File: config.mk
export PLATFORM = sky130hd
export DESIGN_NAME = clock_select
export DESIGN_NICKNAME = d
export VERILOG_FILES = /design/src/clock_select_pkg.sv /design/src/clock_select.sv
export SDC_FILE = /design/constraint.sdc
export NUM_CORES = 1
export LEC_CHECK = 0
export ABC_AREA = 1
export BUFFER_PORTS_ARGS = -buffer_cell sky130_fd_sc_hd__buf_2
export CAP_MARGIN = 20
export CORE_MARGIN = 2
export CORE_UTILIZATION = 60
export CTS_CLUSTER_DIAMETER = 200
export CTS_CLUSTER_SIZE = 14
export DETAILED_ROUTE_END_ITERATION = 8
export PLACE_DENSITY_LB_ADDON = 0.08
export SLEW_MARGIN = 15
export SYNTH_ARGS = -nofsm -noshare
export SYNTH_HDL_FRONTEND = slang
export SYNTH_SLANG_ARGS = --single-unit
File: constraint.sdc
create_clock -name clk -period 4.1 [get_ports clk]
set_input_delay 0.205 -clock clk [delete_from_list [all_inputs] [get_ports clk]]
set_output_delay 0.205 -clock clk [all_outputs]
set_load 0.01 [all_outputs]
File: src/clock_select_pkg.sv
// constants for the oscillator, pll and clock select block
// assumes a single 10 MHz system clock and a 2-bit register index bus
package clock_select_pkg;

    // register indices on the plain register port
    localparam logic [1:0] OSC_CTRL_ADDR     = 2'h0;
    localparam logic [1:0] CLOCK_DIVISOR_ADDR = 2'h1;
    localparam logic [1:0] PLL_FEEDBACK_ADDR = 2'h2;
    localparam logic [1:0] FRC_TUNE_ADDR     = 2'h3;

    // field positions
    localparam int CUR_SRC_LSB  = 12;
    localparam int NEW_SRC_LSB  = 8;
    localparam int SW_REQ_BIT   = 0;
    localparam int FRC_POST_LSB = 8;
    localparam int PLL_POST_LSB = 6;
    localparam int PLL_PRE_LSB  = 0;

    // reset values
    localparam logic [2:0] FRC_POST_RST = 3'h0;
    localparam logic [1:0] PLL_POST_RST = 2'h1;
    localparam logic [4:0] PLL_PRE_RST  = 5'h00;
    localparam logic [8:0] PLL_FBD_RST  = 9'h030;
    localparam logic [5:0] FRC_TUNE_RST = 6'h00;

    // source codes
    localparam logic [2:0] SRC_FRC       = 3'h0;
    localparam logic [2:0] SRC_FRC_PLL   = 3'h1;
    localparam logic [2:0] SRC_PRI       = 3'h2;
    localparam logic [2:0] SRC_PRI_PLL   = 3'h3;
    localparam logic [2:0] SRC_SEC       = 3'h4;
    localparam logic [2:0] SRC_LOW_POWER_RC_SOURCE      = 3'h5;
    localparam logic [2:0] SRC_FRC_DIV16 = 3'h6;
    localparam logic [2:0] SRC_FRC_DIVN  = 3'h7;

    // primary oscillator modes
    localparam logic [1:0] PRI_EXT_CLOCK = 2'h0;
    localparam logic [1:0] PRI_CRYSTAL   = 2'h1;
    localparam logic [1:0] PRI_HIGH_SPEED = 2'h2;

    // pll postscale codes
    localparam logic [1:0] POST_DIV2 = 2'h0;
    localparam logic [1:0] POST_DIV4 = 2'h1;
    localparam logic [1:0] POST_DIV8 = 2'h3;

    // fixed divisors and counts
    localparam logic [8:0]  DIV16_VALUE   = 9'h010;
    localparam logic [2:0]  SWITCH_EDGES  = 3'h4;
    localparam logic [15:0] ACC_LIMIT     = 16'h8000;

    typedef enum logic [1:0] {SW_IDLE, SW_WAIT} switch_phase_t;

endpackage

File: src/clock_select.sv
// oscillator source selection, fast rc postscaler, pll model and fcy divider
// assumes oscillator inputs are asynchronous and slower than half of clk;
// clock outputs are one-cycle enable ticks on clk, not real clocks
`timescale 1ns/1ns
`default_nettype none

module clock_select (
    input  wire logic        clk,
    input  wire logic        rst_n,
    input  wire logic        ce,
    input  wire logic [2:0]  initial_source_cfg,
    input  wire logic [1:0]  primary_mode_cfg,
    input  wire logic        fast_rc_osc,
    input  wire logic        osc_in_pin,
    input  wire logic        secondary_osc,
    input  wire logic        low_power_rc_osc,
    input  wire logic [1:0]  addr,
    input  wire logic [15:0] wdata,
    input  wire logic        wr_stb,
    input  wire logic        rd_stb,
    output logic      [15:0] rdata,
    output logic             fosc_tick,
    output logic             instr_clock_tick,
    output logic             peripheral_clock_tick,
    output logic             low_power_rc_ref_tick,
    output logic      [2:0]  current_source_code,
    output logic      [1:0]  primary_mode,
    output logic             crystal_drive_en,
    output logic             high_gain_en,
    output logic      [5:0]  fast_rc_trim
);
    import clock_select_pkg::*;

    typedef struct packed {
        logic [3:0]    sync1;
        logic [3:0]    sync2;
        logic [3:0]    sync3;
        logic          cfg_done;
        logic [2:0]    cur_src;
        logic [2:0]    new_src;
        logic [1:0]    prim_mode;
        logic          sw_req;
        switch_phase_t sw_phase;
        logic [2:0]    sw_cnt;
        logic [2:0]    frc_post;
        logic [1:0]    pll_post;
        logic [4:0]    pll_pre;
        logic [8:0]    pll_fbd;
        logic [5:0]    frc_trim;
        logic [7:0]    frc_cnt;
        logic [5:0]    pre_cnt;
        logic [15:0]   acc;
        logic          fosc;
        logic          fcy_tog;
        logic          fcy;
        logic          low_power_rc_source;
        logic          xtal_en;
        logic          gain_en;
        logic [15:0]   rdata;
    } state_t;

    ////////////////////////////////////////////////////////////////////////
    // decoding helpers

    // raw edge of the oscillator that underlies a source code
    function automatic logic base_edge(input logic [2:0] src, input logic [3:0] e);
        unique case (src)
            SRC_PRI, SRC_PRI_PLL: base_edge = e[1];
            SRC_SEC:              base_edge = e[2];
            SRC_LOW_POWER_RC_SOURCE:             base_edge = e[3];
            default:              base_edge = e[0];
        endcase
    endfunction

    function automatic logic is_pll(input logic [2:0] src);
        is_pll = (src == SRC_FRC_PLL) || (src == SRC_PRI_PLL);
    endfunction

    function automatic logic [8:0] frc_divisor(input logic [2:0] sel);
        frc_divisor = (sel == 3'h7) ? 9'h100 : (9'h001 << sel);
    endfunction

    function automatic logic [3:0] post_divisor(input logic [1:0] sel);
        unique case (sel)
            POST_DIV2: post_divisor = 4'h2;
            POST_DIV8: post_divisor = 4'h8;
            default:   post_divisor = 4'h4;
        endcase
    endfunction

    ////////////////////////////////////////////////////////////////////////
    // reset release

    logic rst_meta_q;
    logic rst_q;

    always_ff @(posedge clk or negedge rst_n) begin
        if (!rst_n) begin
            rst_meta_q <= 1'b0;
            rst_q      <= 1'b0;
        end else begin
            rst_meta_q <= 1'b1;
            rst_q      <= rst_meta_q;
        end
    end

    ////////////////////////////////////////////////////////////////////////
    // next state

    state_t      q;
    state_t      d;
    logic [3:0]  edge_s;
    logic [8:0]  frc_div;
    logic        frc_tick;
    logic        pll_in;
    logic        pre_tick;
    logic [15:0] n2;
    logic [15:0] m_fac;
    logic        drain;

    assign edge_s = q.sync2 & ~q.sync3;
    assign frc_div = (q.cur_src == SRC_FRC_DIV16) ? DIV16_VALUE : frc_divisor(q.frc_post);
    assign frc_tick = edge_s[0] && ({1'b0, q.frc_cnt} == frc_div - 9'h001);
    assign pll_in = (q.cur_src == SRC_FRC_PLL) ? edge_s[0] : edge_s[1];
    // six-bit count so the largest prescale of 33 does not wrap
    assign pre_tick = pll_in && (q.pre_cnt == {1'b0, q.pll_pre} + 6'h01);
    assign n2 = {12'h000, post_divisor(q.pll_post)};
    assign m_fac = {7'h00, q.pll_fbd} + 16'h0002;
    assign drain = is_pll(q.cur_src) && (q.acc >= n2);

    always_comb begin
        d = q;
        if (ce) begin
            d.sync1 = {low_power_rc_osc, secondary_osc, osc_in_pin, fast_rc_osc};
            d.sync2 = q.sync1;
            d.sync3 = q.sync2;
            d.rdata = 16'h0000;
            d.fosc  = 1'b0;
            d.fcy   = 1'b0;
            d.low_power_rc_source  = edge_s[3];
            if (!q.cfg_done) begin
                // nonvolatile fields land once, after reset release
                d.cfg_done  = 1'b1;
                d.cur_src   = initial_source_cfg;
                d.new_src   = initial_source_cfg;
                d.prim_mode = primary_mode_cfg;
                d.xtal_en   = (primary_mode_cfg == PRI_CRYSTAL)
                              || (primary_mode_cfg == PRI_HIGH_SPEED);
                d.gain_en   = (primary_mode_cfg == PRI_HIGH_SPEED);
            end else begin
                // fast rc postscaler and divide-by-16 share one counter
                if (edge_s[0]) begin
                    d.frc_cnt = frc_tick ? 8'h00 : q.frc_cnt + 8'h01;
                end
                // pll: prescale, multiply by m, drain one tick per n2 credits
                if (pll_in) begin
                    d.pre_cnt = pre_tick ? 6'h00 : q.pre_cnt + 6'h01;
                end
                d.acc = q.acc;
                if (pre_tick && is_pll(q.cur_src) && (q.acc < ACC_LIMIT)) begin
                    d.acc = d.acc + m_fac;
                end
                if (drain) begin
                    d.acc = d.acc - n2;
                end
                unique case (q.cur_src)
                    SRC_FRC_PLL, SRC_PRI_PLL:  d.fosc = drain;
                    SRC_FRC_DIV16, SRC_FRC_DIVN: d.fosc = frc_tick;
                    default:                   d.fosc = base_edge(q.cur_src, edge_s);
                endcase
                if (!is_pll(q.cur_src)) begin
                    d.acc     = 16'h0000;
                    d.pre_cnt = 6'h00;
                end
                // fcy and peripheral time base at half the oscillator rate
                if (q.fosc) begin
                    d.fcy_tog = ~q.fcy_tog;
                    d.fcy     = q.fcy_tog;
                end
                // switch completes after a few edges of the new source
                if (q.sw_phase == SW_WAIT && base_edge(q.new_src, edge_s)) begin
                    if (q.sw_cnt == SWITCH_EDGES - 3'h1) begin
                        d.cur_src  = q.new_src;
                        d.sw_req   = 1'b0;
                        d.sw_phase = SW_IDLE;
                        d.frc_cnt  = 8'h00;
                        d.acc      = 16'h0000;
                    end else begin
                        d.sw_cnt = q.sw_cnt + 3'h1;
                    end
                end
            end
            // register writes; a new request wins over a completing one
            if (wr_stb) begin
                unique case (addr)
                    OSC_CTRL_ADDR: begin
                        d.new_src = wdata[NEW_SRC_LSB +: 3];
                        if (wdata[SW_REQ_BIT]) begin
                            d.sw_req   = 1'b1;
                            d.sw_phase = SW_WAIT;
                            d.sw_cnt   = 3'h0;
                        end
                    end
                    CLOCK_DIVISOR_ADDR: begin
                        d.frc_post = wdata[FRC_POST_LSB +: 3];
                        d.pll_post = wdata[PLL_POST_LSB +: 2];
                        d.pll_pre  = wdata[PLL_PRE_LSB +: 5];
                    end
                    PLL_FEEDBACK_ADDR: d.pll_fbd = wdata[8:0];
                    FRC_TUNE_ADDR:     d.frc_trim = wdata[5:0];
                endcase
            end
            if (rd_stb) begin
                unique case (addr)
                    OSC_CTRL_ADDR: begin
                        d.rdata[CUR_SRC_LSB +: 3] = q.cur_src;
                        d.rdata[NEW_SRC_LSB +: 3] = q.new_src;
                        d.rdata[SW_REQ_BIT]       = q.sw_req;
                    end
                    CLOCK_DIVISOR_ADDR: begin
                        d.rdata[FRC_POST_LSB +: 3] = q.frc_post;
                        d.rdata[PLL_POST_LSB +: 2] = q.pll_post;
                        d.rdata[PLL_PRE_LSB +: 5]  = q.pll_pre;
                    end
                    PLL_FEEDBACK_ADDR: d.rdata[8:0] = q.pll_fbd;
                    FRC_TUNE_ADDR:     d.rdata[5:0] = q.frc_trim;
                endcase
            end
        end
    end

    always_ff @(posedge clk or negedge rst_q) begin
        if (!rst_q) begin
            q          <= '0;
            q.cur_src  <= SRC_FRC;
            q.sw_phase <= SW_IDLE;
            q.frc_post <= FRC_POST_RST;
            q.pll_post <= PLL_POST_RST;
            q.pll_pre  <= PLL_PRE_RST;
            q.pll_fbd  <= PLL_FBD_RST;
            q.frc_trim <= FRC_TUNE_RST;
        end else begin
            q <= d;
        end
    end

    ////////////////////////////////////////////////////////////////////////
    // outputs, all straight from state flops

    assign rdata                 = q.rdata;
    assign fosc_tick             = q.fosc;
    assign instr_clock_tick      = q.fcy;
    assign peripheral_clock_tick = q.fcy;
    assign low_power_rc_ref_tick = q.low_power_rc_source;
    assign current_source_code   = q.cur_src;
    assign primary_mode          = q.prim_mode;
    assign crystal_drive_en      = q.xtal_en;
    assign high_gain_en          = q.gain_en;
    assign fast_rc_trim          = q.frc_trim;
endmodule

`default_nettype wire

# ---- After elaboration in Yosys (flattened, before gate mapping)
# Index checks and enable logic that the tools add are counted.
dict set report op_classes {
  addsub 8
  magnitude_cmp 2
  eq_ne 25
  shift 1
  muxes 49
  n_bitwise 4
  reduce_logical 22
}
# cell count
set ops {}
lappend ops {{2-to-1 mux 16 bit} 6}
lappend ops {{2-to-1 mux 6 bit} 7}
lappend ops {{2-to-1 mux 8 bit} 4}
lappend ops {{2-to-1 mux 31 bit} 1}
lappend ops {{2-to-1 mux 3 bit} 10}
lappend ops {{2-to-1 mux 9 bit} 3}
lappend ops {{2-to-1 mux 22 bit} 1}
lappend ops {{equality test 3 bit, second input constant} 7}
lappend ops {{AND reduction 3 bit} 6}
lappend ops {{adder 16 x 10 -> 16 bit} 1}
lappend ops {{>= comparator 16 x 4 -> 1 bit} 1}
lappend ops {{< comparator 16 bit, second input constant} 1}
lappend ops {{subtractor 16 x 4 -> 16 bit} 1}
lappend ops {{equality test 3 x 2 -> 1 bit, second input constant} 5}
lappend ops {{case mux 4 bit (3 select lines)} 1}
lappend ops {{2-to-1 mux 11 bit} 1}
lappend ops {{adder 9 x 2 -> 10 bit, second input constant} 1}
lappend ops {{2-to-1 mux 10 bit} 1}
lappend ops {{equality test 8 x 9 -> 1 bit} 1}
lappend ops {{case mux 1 bit (3 select lines)} 3}
lappend ops {{<< shifter 1 x 3 -> 9 bit, first input constant} 1}
lappend ops {{subtractor 9 x 1 -> 9 bit, second input constant} 1}
lappend ops {{adder 8 x 1 -> 8 bit, second input constant} 1}
lappend ops {{equality test 2 bit, second input constant} 4}
lappend ops {{23 further kinds} 42}
dict set report word_totals {
  ff_bits 104
  inputBits 32
  output_inout_bits 33
  wordCells 138
}

# ---- Longest topological paths before layout
dict set report logic_depth {
  word_depth 14
  depth_mapped 25
  depth_no_buf 24
}

# ---- Least setup slack after synthesis
# Ideal clock, no wire load.
dict set report synth_timing {
  path_kind {reg-to-reg}
  start {register q[68] (netlist bit)}
  end {register q[33] (netlist bit)}
  setup_ns 0.133
  t_arrival_ns 3.261
  t_required_ns 3.967
  setup_slack_ns 0.706
  path_stages_with_launch 24
  path_buffers 1
  synth_period_minus_slack_ns 3.394
  path_cell_list {dfrtp_1 -> ha_1 -> inv_1 -> nand2_1 -> nand2_1 -> nor2_1 -> nand3_1 -> nor2_4 -> nand4_4 -> buf_6 -> or2_1 -> o21a_1 -> inv_1 -> ha_1 -> inv_1 -> fa_1 -> nand2_1 -> inv_1 -> nor3_1 -> nand3_1 -> nor2_4 -> nand3_1 -> nand3_1 -> o21ai_0}
}
dict set report synth_via {
  elab_chain_len 13
}
# item line
set synth_rtl {}
lappend synth_rtl {{from (decl)} clock_select.sv:110} ;# state_t q;
lappend synth_rtl {{adder 5 x 1 -> 6 bit *} clock_select.sv:126} ;# assign pre_tick = pll_in && (q.pre_cnt == {1'b0, q.pll_pre} + 6'h01);
lappend synth_rtl {{equality test 6 bit *} clock_select.sv:126}
lappend synth_rtl {{logical AND 1 bit *} clock_select.sv:126}
lappend synth_rtl {{logical AND 1 bit * (2 in a row)} clock_select.sv:160} ;# if (pre_tick && is_pll(q.cur_src) && (q.acc < ACC_LIMIT)) begin
lappend synth_rtl {{2-to-1 mux 16 bit *} clock_select.sv:160}
lappend synth_rtl {{2-to-1 mux 16 bit *} clock_select.sv:141} ;# if (!q.cfg_done) begin
lappend synth_rtl {{2-to-1 mux 16 bit *} clock_select.sv:133} ;# if (ce) begin
lappend synth_rtl {{subtractor 16 x 4 -> 16 bit} clock_select.sv:164} ;# d.acc = d.acc - n2;
lappend synth_rtl {{2-to-1 mux 16 bit *} clock_select.sv:163} ;# if (drain) begin
lappend synth_rtl {{2-to-1 mux 22 bit *} clock_select.sv:171} ;# if (!is_pll(q.cur_src)) begin
lappend synth_rtl {{2-to-1 mux 16 bit} clock_select.sv:182} ;# if (q.sw_cnt == SWITCH_EDGES - 3'h1) begin
lappend synth_rtl {{2-to-1 mux 16 bit *} clock_select.sv:181} ;# if (q.sw_phase == SW_WAIT && base_edge(q.new_src, edge_s)) begin
# Mark *: on every way between the ends. The rest lies on a longest branch, timed or not. The select of a mux whose other input is x is not followed.
# A chain may end at the register's enable or synchronous reset.

# ---- Worst setup path in the final report
# Ends and elaborated chain as after synthesis.

==> impl_metrics.env <==
export IMPL_path_depth=24
export IMPL_post_cts_buffers=0
export IMPL_maxSlewViolCount=0
export IMPL_gp_congestion=0.8805
export IMPL_relSlewSlack_pct=37.69
export IMPL_ctsResizeCount=0
export IMPL_yosys_warnings=0
export IMPL_critPathTopFamily="simple AND/OR/NAND/NOR gates"
export IMPL_grt_max_degree=83
export IMPL_via_count=6000
export IMPL_ff2ff_setup_slack_ns=0.37
export IMPL_h_tree_depth=3
export IMPL_timing_rr_end="q[33]"
export IMPL_setup_viol=0
export IMPL_fp_row_count=39
export IMPL_postSynthCellCount=912
export IMPL_synth_cell_types=49
export IMPL_syn2layout_area_growth_pct=8.303
export IMPL_cts_tree="built"
export IMPL_hold_class="primary input to flip-flop"
export IMPL_yosys_area_share_xor_xnor_pct=3.321
export IMPL_drtAntennaViolNets=0
export IMPL_wirelength_um=16540
export IMPL_tightest_slew_ns=0.9337
export IMPL_yosysTopAreaCell="dfrtp_1"
export IMPL_core_um2=11270
export IMPL_skew_ns=0.01060
export IMPL_rsz0062_at_grt="no"
export IMPL_drive_gt1_share_pct=11.51
export IMPL_drt_vias_per_instance=5.505
export IMPL_grt_pass1_wl_um=27810
export IMPL_syn_area_um2=6857
export IMPL_status="finished clean"
export IMPL_layout_worst_path_cycle_share_pct=90.87
export IMPL_hold_violations=0
export IMPL_ios=65
export IMPL_die_w_um=110.9
export IMPL_worstRegToRegCells=24
export IMPL_numPortBuffers=57
export IMPL_final_cells=1090
export IMPL_startpoint_type="flip-flop"
export IMPL_cp_arrival_ns=3.96
export IMPL_rr_startpoint="q[68]"
export IMPL_dp_cells=1072
export IMPL_power_density_nw_per_um2=505.1
export IMPL_irDropWorstVdd_uv=402.2
export IMPL_path_clk_slew_ns=0.08
export IMPL_clock_path_buffers=2
export IMPL_cp_max_fo=15
export IMPL_fin_crit_ns=3.726
export IMPL_crit_required_ns=4.34
export IMPL_drc_errors=0
export IMPL_cts_made_buffers=9
export IMPL_synth_area_leaders="dfrtp_1 (37%), nand2_1 (14%), ha_1 (7.1%)"
export IMPL_synthTopCellsByCount="nand2_1 (254), inv_1 (126), dfrtp_1 (101)"
export IMPL_synth_seq_cells=104
export IMPL_netlist_area_leader_share_pct=36.86
export IMPL_yosys_area_share_simple_pct=26.22
export IMPL_synth_top_family_by_area="simple AND/OR/NAND/NOR gates"
export IMPL_endpoint="q[33]"
export IMPL_drtPass1Iterations=5
export IMPL_dieArea_um2=12300
export IMPL_die_y_um=110.9
export IMPL_ys_seq_area_share_pct=38.01
export IMPL_synth_area_mux_share_pct=0.3285
export IMPL_final_setup_tns_ns=0
export IMPL_synthArstFlopShare_pct=100.0
export IMPL_path_cells="ha_1, inv_1, nand2_1, nand2_1, nand2_1, nand2_1, nand3_1, nor2_4, nand4_4, buf_4, clkinv_4, o21a_1, inv_1, ha_1, inv_1, fa_1, nand2_1, inv_1, nor3_1, nand3_1, nor2_4, nand3_1, nand3_1, o21ai_0"
export IMPL_initial_utilization_pct=60.83
export IMPL_synth_ff_type="dfrtp_1"
export IMPL_synth_edf_count=0
export IMPL_total_power_mw=3.751
export IMPL_yosysMostFrequentCell="nand2_1"
export IMPL_drt_iter0_markers=413
export IMPL_clock_fmax_mhz=268.4
export IMPL_avgRoutedWirePerCell_um=15.17
export IMPL_cts_root_buf="clkbuf_16"
export IMPL_synthAdderAreaFrac_pct=7.701
export IMPL_drv_cap=0
export IMPL_synth_compound_gate_area_share_pct=12.63
export IMPL_grt_overflow_total=0
export IMPL_cp_num_buf_inv=6
export IMPL_grt_use_total_pct=27.79
export IMPL_layout_nets=1015
export IMPL_grt_antenna_before_repair=0
export IMPL_cts_sinks=104
export IMPL_grt_pass1_vias=5796
export IMPL_n_antenna_cell=0
export IMPL_crit_path_end_kind="flip-flop"
export IMPL_crit_type="flip-flop to flip-flop"
export IMPL_cp_common_cell="nand2_1"
export IMPL_dp_hpwl_um=12600
export IMPL_syn_avg_cell_area_um2=7.518
export IMPL_crit_start="q[68]"
export IMPL_cp_slowest_cell="dfrtp_1"
export IMPL_cp_slowest_stage_delay_ns=0.45
export IMPL_clock_latency_ns=0.36
export IMPL_p_leak_nw=3.888
## area by class of cell
type | instances | area [um2]
fill | 959 | 3846
multi-input combinational | 631 | 3453
sequential | 104 | 2610
inverter | 130 | 493.0
timing repair buffer | 66 | 375.4
clock buffer | 10 | 229.0
tap | 143 | 178.9
clock inverter | 6 | 86.33
## metal layers
| metal | vias to the layer above | share of wire, % | GRT usage (%) |
|---|---|---|---|
| li1 | 2985 | - | - |
| met2 | 201 | 47 | 45.36 |
| met1 | 2772 | 46 | 38.23 |
| met5 | - | 0 | 0 |
| met4 | 0 | 3.0 | 10.33 |
| met3 | 42 | 4.7 | 3.554 |
## worst min path at each step
stage	start	endpoint	slack, ns	cells past startpoint
floorplan	rst_n	rst_meta_q	-0.09	0
CTS	fast_rc_osc	q[100]	0.04	3
finish	fast_rc_osc	q[100]	0.05	3
global route	fast_rc_osc	q[100]	0.05	3
detailed placement	rst_n	rst_meta_q	-0.007	1
global placement	rst_n	rst_meta_q	-0.009	1
## metrics by stage
stage | area [um2] | util [%] | hold slack [ns] | setup slack (ns)
after detailed placement | 7073 | 62.75 | -0.007072 | 0.3979
final | 7426 | 65.88 | 0.04720 | 0.3743
after CTS | 7398 | 65.63 | 0.03620 | 0.4079
after global placement | 7073 | 62.75 | -0.009414 | 0.4905
after floorplan | 6860 | - | -0.09059 | 0.7061
after global routing | 7426 | 65.88 | 0.05334 | 0.06100
## placed cells by master (no fill, tap or decap), types with 5 or more instances in the layout
| cell | count |
|---|---|
| o22ai_1 | 10 |
| dfrtp_1 | 100 |
| xnor2_1 | 8 |
| nor2_4 | 5 |
| nand3_1 | 56 |
| buf_4 | 7 |
| ha_1 | 39 |
| o21ai_0 | 90 |
| a22o_1 | 5 |
| a32o_1 | 5 |
| inv_1 | 126 |
| nand4_1 | 17 |
| nor2_1 | 40 |
| nand2_1 | 254 |
| a21oi_1 | 29 |
| clkbuf_16 | 9 |
| buf_2 | 57 |
| nor3_1 | 8 |
| nand2_2 | 5 |
| xor2_1 | 18 |
## power breakdown
part / switching (mW) / total (mW) / internal, mW / leakage (nW)
sequential: 0.196 / 1.41 / 1.21 / 1.34
combinational: 0.908 / 1.43 / 0.517 / 2.40
clock: 0.428 / 0.920 / 0.492 / 0.154
## sequential cells by signal (all words and copies together) (netlist names)
signal                 cells
fast_rc_trim               6
instr_clock_tick           1
rst_meta_q                 1
crystal_drive_en           1
q                         72
high_gain_en               1
rst_q                      1
rdata                     14
fosc_tick                  1
current_source_code        3
low_power_rc_ref_tick      1
primary_mode               2
## kinds of logic after synthesis
| group | after synthesis |
|---|---|
| xor+xnor | 26 |
| flops | 104 |
| mux | 2 |
| simple gates | 404 |
| fa+ha+maj | 41 |
| other cells | 2 |
| compound gates | 155 |
| buf+inv | 178 |
## timing repair
action / in CTS / in global routing
hold endpoints to repair: 2 / 0
endpoints found under the setup margin: 0 / 0
hold buffers: 1 / 0
## worst min-delay path, cell delays in order
cell,delay (ns)
buf_2,0.07
nand2_1,0.04
nand2_1,0.05
Note: power is estimated with default switching activity, not from simulation.
